==> config.mk <==
export PLATFORM = sky130hd
export DESIGN_NAME = sbs_stop_ctrl
export DESIGN_NICKNAME = d
export VERILOG_FILES = /design/src/common/sbs_pkg.sv /design/src/hw/sbs_sync.sv /design/src/hw/sbs_irq.sv /design/src/hw/sbs_stop_ctrl.sv
export SDC_FILE = /design/constraint.sdc
export NUM_CORES = 1
export LEC_CHECK = 0
export BUFFER_PORTS_ARGS = -buffer_cell sky130_fd_sc_hd__buf_2
export CORE_MARGIN = 2
export CORE_UTILIZATION = 55
export DETAILED_ROUTE_END_ITERATION = 7
export PLACE_DENSITY = 0.85
export SLEW_MARGIN = 20
export SYNTH_ARGS = -nofsm -noshare
export SYNTH_HDL_FRONTEND = slang
export SYNTH_HIERARCHICAL = 1
export SYNTH_SLANG_ARGS = --single-unit
==> constraint.sdc <==
create_clock -name ref_clk -period 4 [get_ports ref_clk]
set_input_delay 0 -clock ref_clk [delete_from_list [all_inputs] [get_ports ref_clk]]
set_output_delay 0 -clock ref_clk [all_outputs]
set_load 0.05 [all_outputs]
==> src/common/sbs_pkg.sv <==
package sbs_pkg;
  // register word indices; byte address is four times the index
  localparam logic [19:0] SBS_IDX_CONTROL = 20'h0_ff78;
  localparam logic [19:0] SBS_IDX_STATUS  = 20'h0_ff79;
  localparam logic [19:0] SBS_IDX_EVENTS  = 20'h0_ff7a;
  localparam logic [19:0] SBS_IDX_EV_EN   = 20'h0_ff7b;
  localparam logic [19:0] SBS_IDX_EV_CLR  = 20'h0_ff7c;
  localparam int          SBS_AW          = 22;
  // control bit positions
  localparam int SBS_C_STOP = 0;
  localparam int SBS_C_START = 1;
  localparam int SBS_C_ACKE = 2;
  localparam int SBS_C_WTIM = 3;
  localparam int SBS_C_SPIE = 4;
  localparam int SBS_C_WREL = 5;
  localparam int SBS_C_LREL = 6;
  localparam int SBS_C_ENA = 7;
  // status bit positions
  localparam int SBS_S_SPD = 0;
  localparam int SBS_S_STD = 1;
  localparam int SBS_S_ACKD = 2;
  localparam int SBS_S_TRC = 3;
  localparam int SBS_S_COI = 4;
  localparam int SBS_S_EXC = 5;
  localparam int SBS_S_ALD = 6;
  localparam int SBS_S_MSTS = 7;
  localparam logic [7:0] SBS_RST_BYTE = 8'h00;
  // event bits: wait entered, stop seen, arbitration lost
  localparam int SBS_NEV = 3;
  localparam int SBS_E_WAIT = 0;
  localparam int SBS_E_STOP = 1;
  localparam int SBS_E_ALD = 2;
  // clock-count points for wait and acknowledge
  localparam logic [3:0] SBS_CLK8 = 4'h8;
  localparam logic [3:0] SBS_CLK9 = 4'h9;
  // line timing: 250 MHz system clock
  localparam int SBS_CLK_MHZ = 250;
  localparam int SBS_T_LOW_NS = 4700;
  localparam int SBS_T_SU_NS = 4000;
  localparam int SBS_LOW_CYC = (SBS_T_LOW_NS * SBS_CLK_MHZ + 999) / 1000;
  localparam int SBS_SU_CYC = (SBS_T_SU_NS * SBS_CLK_MHZ + 999) / 1000;
  localparam logic [1:0] SBS_RESP_OK = 2'h0;
  localparam logic [1:0] SBS_RESP_ERR = 2'h2;
  // stop sequencer states
  typedef enum logic [2:0] {
    SBS_IDLE    = 3'b000,
    SBS_SDA_LOW = 3'b001,
    SBS_SCL_UP  = 3'b010,
    SBS_SETUP   = 3'b011,
    SBS_RELEASE = 3'b100
  } sbs_state_t;
  // open-drain pin pair as seen by the block
  typedef struct packed {
    logic scl;
    logic sda;
  } sbs_line_t;
  // events from the byte engine on the same clock
  typedef struct packed {
    logic arb_lost;
    logic master_start;
    logic trc_set;
    logic addr_match;
    logic ext_code;
    logic tx_sda_low;
  } sbs_evt_t;
endpackage : sbs_pkg

==> src/hw/sbs_sync.sv <==
`timescale 1ns/1ps
// two-stage synchroniser for pin inputs
module sbs_sync import sbs_pkg::*; #(
  parameter int W = 2
) (
  input  wire logic         ref_clk,
  input  wire logic         rst_n,
  input  wire logic [W-1:0] async_in,
  output logic      [W-1:0] sync_out
);
  logic [W-1:0] meta; // first stage, read only by the second
  // lines idle high, so reset to released level
  always_ff @(posedge ref_clk) begin
    if (!rst_n) begin
      meta     <= '1;
      sync_out <= '1;
    end else begin
      meta     <= async_in;
      sync_out <= meta;
    end
  end
endmodule : sbs_sync

==> src/hw/sbs_irq.sv <==
`timescale 1ns/1ps
// sticky event bits, enable mask, one level interrupt
module sbs_irq import sbs_pkg::*; #(
  parameter int N = SBS_NEV
) (
  input  wire logic         ref_clk,
  input  wire logic         rst_n,
  input  wire logic [N-1:0] ev_set,
  input  wire logic [N-1:0] ev_clr,
  input  wire logic         en_we,
  input  wire logic [N-1:0] en_wdata,
  output logic      [N-1:0] ev_status,
  output logic      [N-1:0] ev_enable,
  output logic              irq
);
  logic [N-1:0] next_status; // sticky bits
  logic [N-1:0] next_enable; // mask
  // set wins over a clear in the same cycle
  always_comb begin
    next_status = (ev_status & ~ev_clr) | ev_set;
    next_enable = en_we ? en_wdata : ev_enable;
  end
  always_ff @(posedge ref_clk) begin
    if (!rst_n) begin
      ev_status <= '0;
      ev_enable <= '0;
    end else begin
      ev_status <= next_status;
      ev_enable <= next_enable;
    end
  end
  assign irq = |(ev_status & ev_enable);
endmodule : sbs_irq

==> src/hw/sbs_stop_ctrl.sv <==
`timescale 1ns/1ps
module sbs_stop_ctrl import sbs_pkg::*; #(
  parameter int LOW_CYC = SBS_LOW_CYC,
  parameter int SU_CYC  = SBS_SU_CYC
) (
  input  wire logic              ref_clk,
  input  wire logic              rst_n,
  input  wire logic [SBS_AW-1:0] s_axi_awaddr,
  input  wire logic              s_axi_awvalid,
  output logic                   s_axi_awready,
  input  wire logic [31:0]       s_axi_wdata,
  input  wire logic [3:0]        s_axi_wstrb,
  input  wire logic              s_axi_wvalid,
  output logic                   s_axi_wready,
  output logic [1:0]             s_axi_bresp,
  output logic                   s_axi_bvalid,
  input  wire logic              s_axi_bready,
  input  wire logic [SBS_AW-1:0] s_axi_araddr,
  input  wire logic              s_axi_arvalid,
  output logic                   s_axi_arready,
  output logic [31:0]            s_axi_rdata,
  output logic [1:0]             s_axi_rresp,
  output logic                   s_axi_rvalid,
  input  wire logic              s_axi_rready,
  input  wire sbs_line_t         line_in,
  output sbs_line_t              line_out,
  output sbs_line_t              line_oe,
  input  wire sbs_evt_t          evt,
  output logic                   start_request,
  output logic                   irq
);
  localparam logic [11:0] LOW_N = 12'(LOW_CYC - 1);
  localparam logic [11:0] SU_N  = 12'(SU_CYC - 1);
  localparam logic [SBS_AW-1:0] A_CTL = SBS_AW'({SBS_IDX_CONTROL, 2'b00});
  localparam logic [SBS_AW-1:0] A_STS = SBS_AW'({SBS_IDX_STATUS, 2'b00});
  localparam logic [SBS_AW-1:0] A_EV  = SBS_AW'({SBS_IDX_EVENTS, 2'b00});
  localparam logic [SBS_AW-1:0] A_EN  = SBS_AW'({SBS_IDX_EV_EN, 2'b00});
  localparam logic [SBS_AW-1:0] A_CLR = SBS_AW'({SBS_IDX_EV_CLR, 2'b00});

  sbs_line_t       ln;           // synchronised lines
  sbs_line_t       ln_d;         // previous sample for edges
  logic [7:0]      ctl;          // control register
  logic [7:0]      sts;          // status register
  sbs_state_t      st;           // stop sequencer
  logic [11:0]     cnt;          // sequencer timer
  logic            scl_keep_low; // clock was low when stop began
  logic [3:0]      nclk;         // clock rises in this byte
  logic            wait_hold;    // clock held low for wait
  logic            aw_ok, w_ok;  // write halves taken
  logic [SBS_AW-1:0] aw_q;
  logic [31:0]     w_q;
  logic [SBS_NEV-1:0] ev_st, ev_en;

  // pin inputs pass two flops before use
  sbs_sync #(.W(2)) u_sync (
    .ref_clk  (ref_clk),
    .rst_n    (rst_n),
    .async_in (line_in),
    .sync_out (ln)
  );

  // line edge and condition detection
  logic scl_rise, scl_fall, start_seen, stop_seen;
  always_comb begin
    scl_rise   = ln.scl & ~ln_d.scl;
    scl_fall   = ~ln.scl & ln_d.scl;
    start_seen = ln.scl & ln_d.scl & ln_d.sda & ~ln.sda;
    stop_seen  = ln.scl & ln_d.scl & ~ln_d.sda & ln.sda;
  end

  // write decode: both halves held, response not yet given
  logic wr_go, rd_go, en;
  logic [7:0] wb;
  always_comb begin
    wr_go = aw_ok & w_ok & ~s_axi_bvalid;
    rd_go = s_axi_arvalid & s_axi_arready;
    wb    = w_q[7:0];
    en    = ctl[SBS_C_ENA];
  end
  logic w_q_strb0; // low byte lane enabled
  logic [3:0] strb_q;
  assign w_q_strb0 = strb_q[0];
  logic wr_ctl, wr_en, wr_clr, wr_known;
  always_comb begin
    wr_ctl = 1'b0;
    wr_en = 1'b0;
    wr_clr = 1'b0;
    wr_known = 1'b1;
    if (aw_q == A_CTL) begin
      wr_ctl = wr_go & w_q_strb0;
    end else if (aw_q == A_EN) begin
      wr_en = wr_go & w_q_strb0;
    end else if (aw_q == A_CLR) begin
      wr_clr = wr_go & w_q_strb0;
    end else if (aw_q == A_STS || aw_q == A_EV) begin
      wr_known = 1'b1; // read-only, write ignored
    end else begin
      wr_known = 1'b0;
    end
  end
  // wait point chosen by wait timing bit
  logic wtim, at8, at9, wait_pt, wrel, lrel;
  always_comb begin
    // flags count only while interface enabled
    wtim = ctl[SBS_C_WTIM] & en;
    at8  = nclk == SBS_CLK8;
    at9  = nclk == SBS_CLK9;
    wait_pt = scl_fall & en & (wtim ? at9 : at8);
    wrel = wr_ctl & wb[SBS_C_WREL] & en;
    lrel = wr_ctl & wb[SBS_C_LREL] & en;
  end

  // stop sequencer next state
  sbs_state_t next_st;
  logic [11:0] next_cnt;
  logic next_keep, go, abort;
  always_comb begin
    next_st = st;
    next_cnt = cnt;
    next_keep = scl_keep_low;
    abort = ~en | evt.arb_lost | lrel;
    // wait after 8th with timing 0 waits for release
    go = ctl[SBS_C_STOP] & en & (~wait_hold | (wtim & at9) | wrel);
    case (st)
      SBS_IDLE: begin
        if (go) begin
          next_st = SBS_SDA_LOW;
          next_cnt = LOW_N;
          next_keep = ~ln.scl;
        end
      end
      // data low before clock goes high
      SBS_SDA_LOW: begin
        if (cnt == '0) begin
          next_st = SBS_SCL_UP;
        end else begin
          next_cnt = cnt - 12'h001;
        end
      end
      // wait for clock to read high, stretching honoured
      SBS_SCL_UP: begin
        if (ln.scl) begin
          next_st = SBS_SETUP;
          next_cnt = SU_N;
        end
      end
      // setup interval counted on system clock
      SBS_SETUP: begin
        if (cnt == '0) begin
          next_st = SBS_RELEASE;
        end else begin
          next_cnt = cnt - 12'h001;
        end
      end
      // data released, stop forms on the bus
      SBS_RELEASE: begin
        if (ln.sda) begin
          next_st = SBS_IDLE;
        end
      end
      default: next_st = SBS_IDLE;
    endcase
    if (abort) begin
      next_st = SBS_IDLE;
    end
  end

  // control, status, wait and counter next values
  logic [7:0] next_ctl, next_sts;
  logic [3:0] next_nclk;
  logic next_wait;
  always_comb begin
    next_ctl = ctl;
    next_sts = sts;
    next_nclk = nclk;
    next_wait = wait_hold;
    if (wr_ctl) begin
      next_ctl = wb & ~(8'h01 << SBS_C_WREL) & ~(8'h01 << SBS_C_LREL);
    end
    if (evt.arb_lost | stop_seen | lrel | ~next_ctl[SBS_C_ENA]) begin
      next_ctl[SBS_C_STOP] = 1'b0;
    end
    if (evt.arb_lost | start_seen | lrel | ~next_ctl[SBS_C_ENA]) begin
      next_ctl[SBS_C_START] = 1'b0;
    end
    // byte clock counting and wait hold
    // count stays at 9 through a wait after the 9th clock, so wait
    // release and a stop there still see it; next byte restarts at 1
    if (start_seen | stop_seen | ~en) begin
      next_nclk = '0;
    end else if (scl_rise) begin
      next_nclk = at9 ? 4'h1 : nclk + 4'h1;
    end
    if (wait_pt) begin
      next_wait = 1'b1;
    end
    if (wrel | lrel | ~en | st != SBS_IDLE) begin
      next_wait = 1'b0;
    end
    // status flags at their bit positions
    if (start_seen) begin
      next_sts[SBS_S_STD] = 1'b1;
      next_sts[SBS_S_SPD] = 1'b0;
    end
    if (stop_seen) begin
      next_sts[SBS_S_SPD] = 1'b1;
      next_sts[SBS_S_STD] = 1'b0;
      next_sts[SBS_S_MSTS] = 1'b0;
    end
    if (start_seen | stop_seen | lrel) begin
      next_sts[SBS_S_COI] = 1'b0;
      next_sts[SBS_S_EXC] = 1'b0;
    end
    if (scl_rise & at8) begin
      next_sts[SBS_S_ACKD] = ~ln.sda;
    end
    if (rd_go & s_axi_araddr == A_STS) begin
      next_sts[SBS_S_ALD] = 1'b0;
    end
    if (lrel) begin
      next_sts[SBS_S_MSTS] = 1'b0;
      next_sts[SBS_S_TRC] = 1'b0;
    end
    // wait release at 9th clears transmit mode
    if (wrel & wait_hold & at9) begin
      next_sts[SBS_S_TRC] = 1'b0;
    end
    // set events win over the clears above; arbitration loss still clears master status
    if (evt.trc_set) next_sts[SBS_S_TRC] = 1'b1;
    if (evt.addr_match) next_sts[SBS_S_COI] = 1'b1;
    if (evt.ext_code) next_sts[SBS_S_EXC] = 1'b1;
    if (evt.master_start) next_sts[SBS_S_MSTS] = 1'b1;
    if (evt.arb_lost) begin
      next_sts[SBS_S_ALD] = 1'b1;
      next_sts[SBS_S_MSTS] = 1'b0;
    end
    // disabling clears the status
    if (~en) begin
      next_sts = SBS_RST_BYTE;
    end
  end

  // lines only pulled low, never driven high
  logic ack_drv;
  always_comb begin
    ack_drv = ctl[SBS_C_ACKE] & en & ~sts[SBS_S_TRC] & at8 & ~ln.scl;
    line_out = '0;
    line_oe.scl = wait_hold | (st == SBS_SDA_LOW & scl_keep_low);
    line_oe.sda = (st == SBS_SDA_LOW) | (st == SBS_SCL_UP) |
                  (st == SBS_SETUP) | ack_drv |
                  (sts[SBS_S_TRC] & evt.tx_sda_low & st == SBS_IDLE);
    start_request = ctl[SBS_C_START] & en;
  end

  // axi channel next values
  logic next_aw_ok, next_w_ok, next_bv, next_rv;
  logic [1:0] next_bresp, next_rresp;
  logic [31:0] next_rdata;
  always_comb begin
    s_axi_awready = ~aw_ok;
    s_axi_wready = ~w_ok;
    s_axi_arready = ~s_axi_rvalid;
    next_aw_ok = (aw_ok | s_axi_awvalid) & ~wr_go;
    next_w_ok = (w_ok | s_axi_wvalid) & ~wr_go;
    next_bv = wr_go | (s_axi_bvalid & ~s_axi_bready);
    next_bresp = wr_go ? (wr_known ? SBS_RESP_OK : SBS_RESP_ERR)
                       : s_axi_bresp;
    next_rv = rd_go | (s_axi_rvalid & ~s_axi_rready);
    next_rdata = s_axi_rdata;
    next_rresp = s_axi_rresp;
    if (rd_go) begin
      next_rresp = SBS_RESP_OK;
      next_rdata = '0;
      if (s_axi_araddr == A_CTL) begin
        // trigger bits read back as zero
        next_rdata[7:0] = ctl & ~((8'h01 << SBS_C_STOP) |
                                  (8'h01 << SBS_C_START));
      end else if (s_axi_araddr == A_STS) begin
        next_rdata[7:0] = sts;
      end else if (s_axi_araddr == A_EV) begin
        next_rdata[SBS_NEV-1:0] = ev_st;
      end else if (s_axi_araddr == A_EN) begin
        next_rdata[SBS_NEV-1:0] = ev_en;
      end else if (s_axi_araddr != A_CLR) begin
        next_rresp = SBS_RESP_ERR;
      end
    end
  end

  // register every group
  always_ff @(posedge ref_clk) begin
    if (!rst_n) begin
      ln_d <= '1;
      ctl <= SBS_RST_BYTE;
      sts <= SBS_RST_BYTE;
      st <= SBS_IDLE;
      cnt <= '0;
      scl_keep_low <= 1'b0;
      nclk <= '0;
      wait_hold <= 1'b0;
      aw_ok <= 1'b0;
      w_ok <= 1'b0;
      aw_q <= '0;
      w_q <= '0;
      strb_q <= '0;
      s_axi_bvalid <= 1'b0;
      s_axi_bresp <= SBS_RESP_OK;
      s_axi_rvalid <= 1'b0;
      s_axi_rresp <= SBS_RESP_OK;
      s_axi_rdata <= '0;
    end else begin
      ln_d <= ln;
      ctl <= next_ctl;
      sts <= next_sts;
      st <= next_st;
      cnt <= next_cnt;
      scl_keep_low <= next_keep;
      nclk <= next_nclk;
      wait_hold <= next_wait;
      aw_ok <= next_aw_ok;
      w_ok <= next_w_ok;
      if (s_axi_awvalid & ~aw_ok) aw_q <= s_axi_awaddr;
      if (s_axi_wvalid & ~w_ok) w_q <= s_axi_wdata;
      if (s_axi_wvalid & ~w_ok) strb_q <= s_axi_wstrb;
      s_axi_bvalid <= next_bv;
      s_axi_bresp <= next_bresp;
      s_axi_rvalid <= next_rv;
      s_axi_rresp <= next_rresp;
      s_axi_rdata <= next_rdata;
    end
  end

  // events: wait entered, stop seen (if enabled), arbitration lost
  logic [SBS_NEV-1:0] ev_set;
  always_comb begin
    ev_set = '0;
    ev_set[SBS_E_WAIT] = wait_pt;
    ev_set[SBS_E_STOP] = stop_seen & ctl[SBS_C_SPIE] & en;
    ev_set[SBS_E_ALD] = evt.arb_lost;
  end
  sbs_irq #(.N(SBS_NEV)) u_irq (
    .ref_clk   (ref_clk),
    .rst_n     (rst_n),
    .ev_set    (ev_set),
    .ev_clr    (wr_clr ? w_q[SBS_NEV-1:0] : '0),
    .en_we     (wr_en),
    .en_wdata  (w_q[SBS_NEV-1:0]),
    .ev_status (ev_st),
    .ev_enable (ev_en),
    .irq       (irq)
  );
endmodule : sbs_stop_ctrl

# Yosys cells after proc, flatten, opt, wreduce, memory -nomap -nowiden
# Cells that the tools add are included.
# totals
register_bits	94
in_bits	95
output_inout_bits	47
wordCells	215
# op_classes
add_sub_neg	2
n_eq_ne	22
mux	48
bitwise	86
n_reduce_logical	24
# op_table
op	count
== test 22 x 18 -> 1 bit, second input constant	9
bitwise AND 1 bit	41
two-way mux 12 bit	3
one-hot mux 12 bit (3 select lines)	1
two-way mux 3 bit	9
OR 1 bit	25
two-way mux 1 bit	23
inequality test 22 x 18 -> 1 bit, second input constant	1
two-way mux 8 bit	2
inverter 1 bit	16
one-hot mux 3 bit (5 select lines)	1
two-way mux 2 bit	7
zero test 12 bit	1
nonzero test 3 bit	4
OR reduction 2 bit	6
subtractor 12 x 1 -> 12 bit, second input constant	1
OR reduction 3 bit	3
== test 4 bit, second input constant	2
inequality test 2 bit, second input constant	4
nonzero test 2 bit	4
bitwise AND 3 bit	2
== test 3 x 2 -> 1 bit, second input constant	2
two-way mux 5 bit	1
AND reduction 5 bit	1
other kinds (11)	13

# Depth between registers and ports, before layout
# Gate-level depths: netlist of the first run.
# logic_depth
depth_word	10
depth_mapped	7
ltp_nobuf	7

# Hierarchy
# Netlist of the first run, hierarchy kept.
# modules_own_cells
mod	n_inst	cells_each	area_each_um2	seq_area_each_um2
sbs_stop_ctrl	1	518	4156.5	1641.6
sbs_irq	1	20	224.0	120.1
sbs_sync	1	8	105.1	80.1

# Worst setup path before layout of the first run
# Ideal clock, no wire load.
# synth_path
path_type	register to register
start	register s_axi_bvalid
end	register sts[7]
setup_ns	0.115
arrival_ns	2.119
t_required_ns	3.885
path_slack_ns	1.767
path_stages_with_launch	7
n_path_buf	1
period_less_slack_ns	2.233
path_cell_list	dfxtp_1 nand4b_1 or4_1 or4_4 buf_6 o21a_1 o21a_1
# synth_via
elab_chain_cells	8
elab_cells_between_ends	9
cone_classes	mux (3); bitwise (5); reduce/logical (1)
# synth_lines
item	line	rtl
start: declaration	sbs_stop_ctrl.sv:16	output logic s_axi_bvalid,
start signal: assignment	sbs_stop_ctrl.sv:325	s_axi_bvalid <= next_bv;
inverter 1 bit (*)	sbs_stop_ctrl.sv:75	wr_go = aw_ok & w_ok & ~s_axi_bvalid;
bitwise AND 1 bit (*)	sbs_stop_ctrl.sv:75	
bitwise AND 1 bit (*)	sbs_stop_ctrl.sv:90	wr_ctl = wr_go & w_q_strb0;
two-way mux 1 bit (*)	sbs_stop_ctrl.sv:89	if (aw_q == A_CTL) begin
bitwise AND 1 bit (*) (2 in series)	sbs_stop_ctrl.sv:110	lrel = wr_ctl & wb[SBS_C_LREL] & en;
two-way mux 1 bit	sbs_stop_ctrl.sv:220	if (lrel) begin
two-way mux 1 bit	sbs_stop_ctrl.sv:232	if (evt.master_start) next_sts[SBS_S_MSTS] = 1'b1;
end signal: assignment	sbs_stop_ctrl.sv:314	sts <= next_sts;
end: declaration	sbs_stop_ctrl.sv:43	logic [7:0] sts;
# Mark *: on every way between the ends. The rest lies on a longest branch, timed or not.
# A chain may end at the register's enable or synchronous reset.

# Worst setup path after layout of the first run
# layout_path
start	register aw_q[19]
end	register sts[7]
# layout_via
elab_chain_cells	6
elab_cells_between_ends	7
cone_classes	eq/ne (1); mux (3); bitwise (2); reduce/logical (1)
# layout_lines
item	line	rtl
start: declaration	sbs_stop_ctrl.sv:50	logic [SBS_AW-1:0] aw_q;
start signal: assignment	sbs_stop_ctrl.sv:322	if (s_axi_awvalid & ~aw_ok) aw_q <= s_axi_awaddr;
== test 22 x 18 -> 1 bit (*)	sbs_stop_ctrl.sv:89	
two-way mux 1 bit (*)	sbs_stop_ctrl.sv:89	
bitwise AND 1 bit (*) (2 in series)	sbs_stop_ctrl.sv:110	
two-way mux 1 bit	sbs_stop_ctrl.sv:220	
two-way mux 1 bit	sbs_stop_ctrl.sv:232	
# Marked as above.

==> results of run 1 <==
-- power by group through the flow --
stage                     Clock, µW  Combinational, µW  Sequential [µW]
final                           563                248              968
after global routing            605                268              971
after CTS                       567                243              965
after detailed placement          0                209              987
after global placement            0                204              985
after floorplan                   0                158              994
-- routing by layer --
metal	GRT usage (%)	up-vias	part of all wire [%]
met3	7.30	40	6.5
met2	47.0	190	50
met1	31.7	2088	41
met5	0	-	0
met4	11.1	0	2.8
li1	-	2122	-
-- what timing repair did --
action | 4_1_cts | 5_1_grt
hold buffers | 45 | 0
hold endpoints to repair | 45 | 0
gates resized for setup | 0 | 0
setup buffers | 0 | 0
-- worst max-delay path: stages (launching register included) --
cell and delay (ns):
dfxtp_1 0.31, or3_1 0.40, or3_4 0.44, or4_4 0.56, o21a_1 0.24, o21a_1 0.17
dlygate4sd3_1 0.55
-- area by class of cell --
class | instances | area, µm² | share of cell area [%]
Clock buffer | 11 | 131 | 2.40
Clock inverter | 5 | 37.5 | 0.685
Inverter | 12 | 45.0 | 0.822
Multi-Input combinational cell | 421 | 2410 | 43.9
Sequential cell | 92 | 1840 | 33.6
Tap cell | 102 | 128 | 2.33
Timing Repair Buffer | 132 | 888 | 16.2
-- stage by stage --
step	setup WS (ns)	hold slack (ns)	instances	instance area (µm²)	util, %
2_1_floorplan	1.77	0.0730	573	4590	-
6_report	1.22	0.0417	775	5480	70.2
3_3_place_gp	1.59	0.209	714	4860	62.2
3_5_place_dp	1.57	0.206	714	4860	62.2
5_1_grt	1.18	0.0637	775	5480	70.2
4_1_cts	1.26	0.0285	775	5480	70.2
-- synthesized netlist by cell type, types with 3 or more instances --
| cell type | number | area, µm² |
|---|---|---|
| a211oi_1 | 6 | 45.0 |
| a21boi_0 | 22 | 165 |
| a21oi_1 | 39 | 195 |
| a31oi_1 | 8 | 50.1 |
| and2_1 | 8 | 50.1 |
| buf_4 | 28 | 210 |
| clkbuf_1 | 18 | 67.6 |
| dfxtp_1 | 92 | 1840 |
| inv_1 | 12 | 45.0 |
| mux2_2 | 3 | 33.8 |
| mux2i_1 | 12 | 120 |
| nand2_1 | 98 | 368 |
| nand2b_1 | 8 | 50.1 |
| nand3_1 | 11 | 55.1 |
| nand4_1 | 7 | 43.8 |
| nand4b_1 | 6 | 52.6 |
| nor2_1 | 32 | 120 |
| nor2b_1 | 19 | 119 |
| nor3_1 | 14 | 70.1 |
| nor3b_1 | 3 | 22.5 |
| nor4_1 | 5 | 31.3 |
| nor4b_1 | 3 | 26.3 |
| o211a_1 | 4 | 40.0 |
| o21a_1 | 8 | 60.1 |
| o21ai_0 | 22 | 110 |
| o21ai_1 | 3 | 15.0 |
| o31ai_1 | 4 | 30.0 |
| or4_1 | 3 | 22.5 |
| xnor2_1 | 3 | 26.3 |
-- cell families (layout without fill, tap and decap cells) --
group	Yosys count	in the layout	share of synthesized area (%)
simple gates	238	238	27.1
other cells	1	28	0.0836
fa+ha+maj	1	1	0.279
flops	92	92	41.1
buf+inv	60	160	7.53
mux	15	15	3.43
compound gates	135	135	19.7
xor+xnor	4	4	0.781
-- how the worst min path moves through the flow --
stage / start / to / cells past startpoint
floorplan: rst_n / u_sync/sync_out[0] / 1
global placement: line_in[0] / u_sync/meta[0] / 2
detailed placement: line_in[0] / u_sync/meta[0] / 2
CTS: s_axi_araddr[2] / s_axi_rdata[1] / 3
global route: s_axi_araddr[2] / s_axi_rdata[0] / 3
finish: s_axi_araddr[2] / s_axi_rdata[1] / 3
-- layout by cell type, fill, tap and decap left out, drive strengths merged, types with 4 or more instances in the layout --
master / instances
o31ai: 4
o21ai: 25
nor2: 32
a31oi: 8
dlygate4sd3: 45
nor4: 5
dfxtp: 92
o211a: 4
clkbuf: 11
o21a: 9
inv: 13
buf: 87
nand2b: 8
and2: 8
nor2b: 19
a21boi: 22
or4: 5
nand2: 98
a21oi: 39
nor3: 14
nand4b: 6
nand3: 11
nand4: 7
a211oi: 6
mux2i: 12
conb: 28
-- flip-flops by register name (all words and copies together), names as in the netlist --
register	cells
u_sync/meta	2
sts	8
u_sync/sync_out	2
wait_hold	1
st	3
aw_q	22
s_axi_bresp	1
s_axi_rvalid	1
s_axi_rdata	8
ctl	6
nclk	4
aw_ok	1
s_axi_bvalid	1
u_irq/ev_status	3
s_axi_rresp	1
scl_keep_low	1
cnt	12
strb_q	1
w_q	8
ln_d	2
w_ok	1
u_irq/ev_enable	3
==> run_results.csv, run 1 <==
group,metric,value,unit
status,status,"finished, final reports clean",
sta,rsz0062_at_grt,"no",
clocking,htreeDepth,3,
detailed_routing,wl_per_cell,15.4,µm
grt,grt_pass1_vias,4235,
grt,grt_max_degree,63,
sta,drv_slew,0,
logic_synthesis,seq_area_frac_synth,41.1,%
flow_run,drv_cap,0,
worst_setup_path,r2r_end,"sts[7]",
pwr,p_comb_share,14.0,%
detailed_routing,vias_per_cell,5.73,
layout,nNetsFinal,764,
pwr,power.share.switching,29.2,%
worst_setup_path,crit_path_end,"sts[7]",
place,numPortBuffers,86,
place,hpwl,7810,µm
pwr,pwr_density_cell,325,mW/mm²
logic_synthesis,syn_area_per_cell,8.22,µm²
worst_setup_path,criticalPathCategory,"reg -> reg",
pwr,p_leak,0.00229,µW
grt,grt-ovfl-total,0,
sta,setup_viol,0,
sta,setup_tns,0,ns
logic_synthesis,syn_area,0.00449,mm²
pwr,pwr-share-seq,54.4,%
floorplan,fp-row-count,32,
logic_synthesis,synth_edf_count,0,
pwr,p_int,1260,µW
sta,finalHoldViolCount,0,
clocking,clkTransAtPathRegs,0.09,ns
logic_synthesis,yosys_warnings,6,
floorplan,start_util,57.5,%
floorplan,core,0.00781,mm²
logic_synthesis,ys_types,62,
sta,fin_crit,2.78,ns
logic_synthesis,synth_ff_type,"dfxtp_1",
detailed_routing,wirelength,11900,µm
layout,fillers,618,
logic_synthesis,ys_async_sr_fraction,0,%
sta,worst_clock_skew,0.0104,ns
sta,slew_headroom,31.4,%
grt,grt.total_usage,27.1,%
detailed_routing,dr.pass1.iters,6,
detailed_routing,num_vias,4440,
detailed_routing,drc_errors,0,
layout,syn_to_final_growth,22.1,%
floorplan,die_w,94.3,µm
clocking,cts-root-buf,"clkbuf_8",
grt,grt_pass1_wl,19200,µm
logic_synthesis,syn_inst,546,
layout,n_antenna_cell,0,
logic_synthesis,synth_seq_cells,92,
worst_setup_path,cp-end-kind,"flip-flop",
clocking,cts_buffers,9,
layout,layout-drive-gt1-share,16.8,%
worst_setup_path,r2r_cells,6,
detailed_routing,postRouteAntennaNets,0,
detailed_routing,drt_iter0_drc,240,
floorplan,io_pins,142,
worst_setup_path,cp_max_fo,12,
place,gp_congestion,0.848,
pwr,clkPwrFrac,31.6,%
clocking,cts.sinks,92,
worst_setup_path,r2r_slack,1.22,ns
sta,fmax,0.360,GHz
sta,tightestPinTransition,1.02,ns
sta,timing.final.crit_share,69.5,%
worst_setup_path,arrival,3.03,ns
clocking,tritoncts,"built",
floorplan,die_h,94.3,µm
worst_hold_path,hold_path_class,"in -> reg",
floorplan,die_area,0.00889,mm²
pwr,ir_drop,0.221,mV
pwr,switchingPower,520,µW
pwr,finalPower,1780,µW
worst_setup_path,reg2reg_from,"aw_q[19]",
worst_setup_path,crit_path_start,"aw_q[19]",
worst_setup_path,worstSetupStartpointType,"flip-flop",
grt,antenna_found_initial,0,
clocking,clockBufferDepth,2,
clocking,clock_latency,0.36,ns
worst_setup_path,cp.required,4.25,ns
No activity file was read; power rests on OpenSTA's default activity.
==> inputs of run 2 (changes only) <==
--- a/config.mk
+++ b/config.mk
@@ -7,9 +7,9 @@
 export LEC_CHECK = 0
 export BUFFER_PORTS_ARGS = -buffer_cell sky130_fd_sc_hd__buf_2
 export CORE_MARGIN = 2
-export CORE_UTILIZATION = 55
+export CORE_UTILIZATION = 51
 export DETAILED_ROUTE_END_ITERATION = 7
-export PLACE_DENSITY = 0.85
+export PLACE_DENSITY = 0.8
 export SLEW_MARGIN = 20
 export SYNTH_ARGS = -nofsm -noshare
 export SYNTH_HDL_FRONTEND = slang
==> constraint.sdc (replaced) <==
create_clock -name ref_clk -period 2.79 [get_ports ref_clk]
set_input_delay 0 -clock ref_clk [delete_from_list [all_inputs] [get_ports ref_clk]]
set_output_delay 0 -clock ref_clk [all_outputs]
set_load 0.05 [all_outputs]
==> run 2 against run 1 <==
Effect of this change: combinational power up 45%; global-route usage decreased by 3.8 points; sequential power rose by 43%; critical endpoint unchanged; clock power increased by 120%; hold slack worse by 0.0083 ns; setup slack got worse by 1.2 ns; core utilization decreased by 4.2 points; first-iteration DRC count up 4.2%; die area up 7.5%; non-clock buffer count is 11 higher; sequential cell count stayed put; critical path depth unchanged.
==> run_results.csv, run 2 (synthesis results as in run 1) <==
group,metric,value,unit
status,status,"finished, final reports clean",
detailed_routing,met1Wirelength,4780,µm
worst_setup_path,arrival,2.97,ns
detailed_routing,dr.pass1.iters,5,
flow_run,drv_cap,0,
sta,fin_crit,2.73,ns
worst_setup_path,r2r_cells,6,
detailed_routing,drc_errors,0,
layout,layout_common_cells,"nand2_1, dfxtp_1, buf_2",
clocking,clkTransAtPathRegs,0.09,ns
sta,tightestPinTransition,0.761,ns
sta,worst_hold_slack,0.0334,ns
layout,regMostFlops,"aw_q",
worst_setup_path,cp_max_fo,8,
place,place_area,0.00490,mm²
detailed_routing,wl_met3,616,µm
sta,rsz0062_at_grt,"no",
clocking,clock_latency,0.35,ns
detailed_routing,vias_per_cell,5.52,
sta,slew_headroom,48.8,%
layout,largest_reg_flops,22,
layout,fillers,670,
layout,fin_util,66.0,%
floorplan,io_pins,142,
floorplan,start_util,51.9,%
floorplan,die_area,0.00956,mm²
sta,timing.final.crit_share,97.7,%
layout,top_regs,"aw_q x22, cnt x12",
layout,syn_to_final_growth,27.0,%
worst_setup_path,crit_chain,"or3_1 -> or3_4 -> or4_4 -> o21a_1 -> o21a_1 -> dlygate4sd3_1",
floorplan,core,0.00864,mm²
pwr,clkPwrFrac,41.7,%
layout,multi_input_area,0.00241,mm²
floorplan,die_w,97.8,µm
worst_hold_path,hold_path_class,"in -> reg",
grt,grt_pass1_wl,18400,µm
pwr,p_leak,0.00240,µW
pwr,p_comb_share,12.0,%
worst_setup_path,worstSetupStartpointType,"flip-flop",
grt,grt_max_degree,27,
worst_hold_path,hold_depth,3,
clocking,cts-root-buf,"clkbuf_8",
layout,nNetsFinal,775,
floorplan,fp-row-count,34,
pwr,pwr-share-seq,46.3,%
layout,n_antenna_cell,0,
detailed_routing,top_layer,"met4",
grt,grt.total_usage,23.3,%
pwr,ir_drop,0.351,mV
worst_hold_path,hold_start,"s_axi_araddr[2]",
worst_setup_path,r2r_slack,0.06,ns
sta,finalHoldViolCount,0,
detailed_routing,wl_per_cell,14.4,µm
layout,post-route-cell-area,0.00570,mm²
worst_setup_path,cp.required,3.03,ns
worst_setup_path,reg2reg_from,"aw_q[19]",
place,hpwl,7740,µm
pwr,power.share.switching,24.5,%
clocking,clockBufferDepth,2,
sta,setup_viol,0,
detailed_routing,num_vias,4373,
sta,worst_clock_skew,0.00862,ns
detailed_routing,postRouteAntennaNets,0,
grt,antenna_found_initial,0,
sta,fin_ws,0.0640,ns
place,gp_congestion,0.873,
place,post-place-ws,0.582,ns
worst_setup_path,cp-end-kind,"flip-flop",
worst_setup_path,crit_path_top_delay_cell,"or4_4",
pwr,switchingPower,732,µW
detailed_routing,met2WireLength,5760,µm
grt,grt-ovfl-total,0,
worst_setup_path,critical-path-max-stage-delay,0.57,ns
layout,final_common_cell,"nand2_1",
pwr,pwr_density_cell,524,mW/mm²
worst_setup_path,criticalPathCategory,"reg -> reg",
grt,grt_pass1_vias,4045,
detailed_routing,wirelength,11400,µm
floorplan,die_h,97.8,µm
clocking,tritoncts,"built",
sta,setup_tns,0,ns
sta,drv_slew,0,
worst_hold_path,whs_endpoint,"s_axi_rdata[0]",
worst_setup_path,r2r_end,"sts[7]",
pwr,p_int,2260,µW
clocking,htreeDepth,3,
detailed_routing,drt_iter0_drc,250,
clocking,cts_buffers,9,
layout,layout-drive-gt1-share,18.3,%
place,numPortBuffers,86,
clocking,cts.sinks,92,
worst_setup_path,worst_path_most_repeated_cell,"o21a_1",
sta,fmax,0.367,GHz
layout,regArea,0.00184,mm²
run 2: cell count changes in the layout (fill, tap and decap cells not counted), sizes merged:
cell / before / now
buf: 87 / 96
bufinv: 0 / 5
clkbuf: 11 / 9
clkinv: 2 / 1
clkinvlp: 2 / 1
dlygate4sd3: 45 / 47
inv: 13 / 12
run 2: timing repair:
action	4_1_cts	5_1_grt
setup endpoints to repair	0	2
buffers inserted	0	4
endpoints found under the hold margin	46	0
hold buffers	47	0
gates resized for setup	0	1
run 2: layer usage:
layer	GRT usage (%)	up-vias
li1	-	2150
met1	28.1	2032
met2	41.4	167
met3	3.51	24
met4	9.83	0
met5	0	-
run 2: cell type report:
class	instances	share of cell area (%)
flip-flops and latches	92	32.3
repair buffers	143	17.1
well taps	108	2.37
clock buffers	9	2.17
inverters	12	0.791
clock inverters	7	2.85
multi-input cells	421	42.4
run 2: power by group through the flow:
stage / Combinational [µW] / Clock (µW) / Sequential, µW
global placement: 297 / 0 / 1410
detailed placement: 303 / 0 / 1410
CTS: 354 / 1260 / 1380
finish: 359 / 1240 / 1380
global route: 385 / 1310 / 1390
floorplan: 227 / 0 / 1420
run 2: critical path, delay by kind of cell (launching register included):
kind | cells | cell delay (ns)
buf+inv | 1 | 0.56
flops | 1 | 0.32
compound gates | 2 | 0.37
simple gates | 3 | 1.36
run 2: metrics by stage:
step | total power (µW) | instances
after floorplan | 1650 | 573
after global placement | 1710 | 725
after detailed placement | 1720 | 725
after CTS | 3000 | 788
after global routing | 3090 | 792
final | 2990 | 792
run 2: worst max-delay path by stage:
stage	endpoint	cells after the start	from	slack [ns]
2_1_floorplan	sts[7]	6	s_axi_bvalid	0.56
3_3_place_gp	sts[4]	5	aw_q[19]	0.61
3_5_place_dp	sts[5]	5	aw_q[19]	0.58
4_1_cts	sts[7]	6	aw_q[19]	0.07
5_1_grt	sts[7]	6	aw_q[19]	0.007
6_report	sts[7]	6	aw_q[19]	0.06
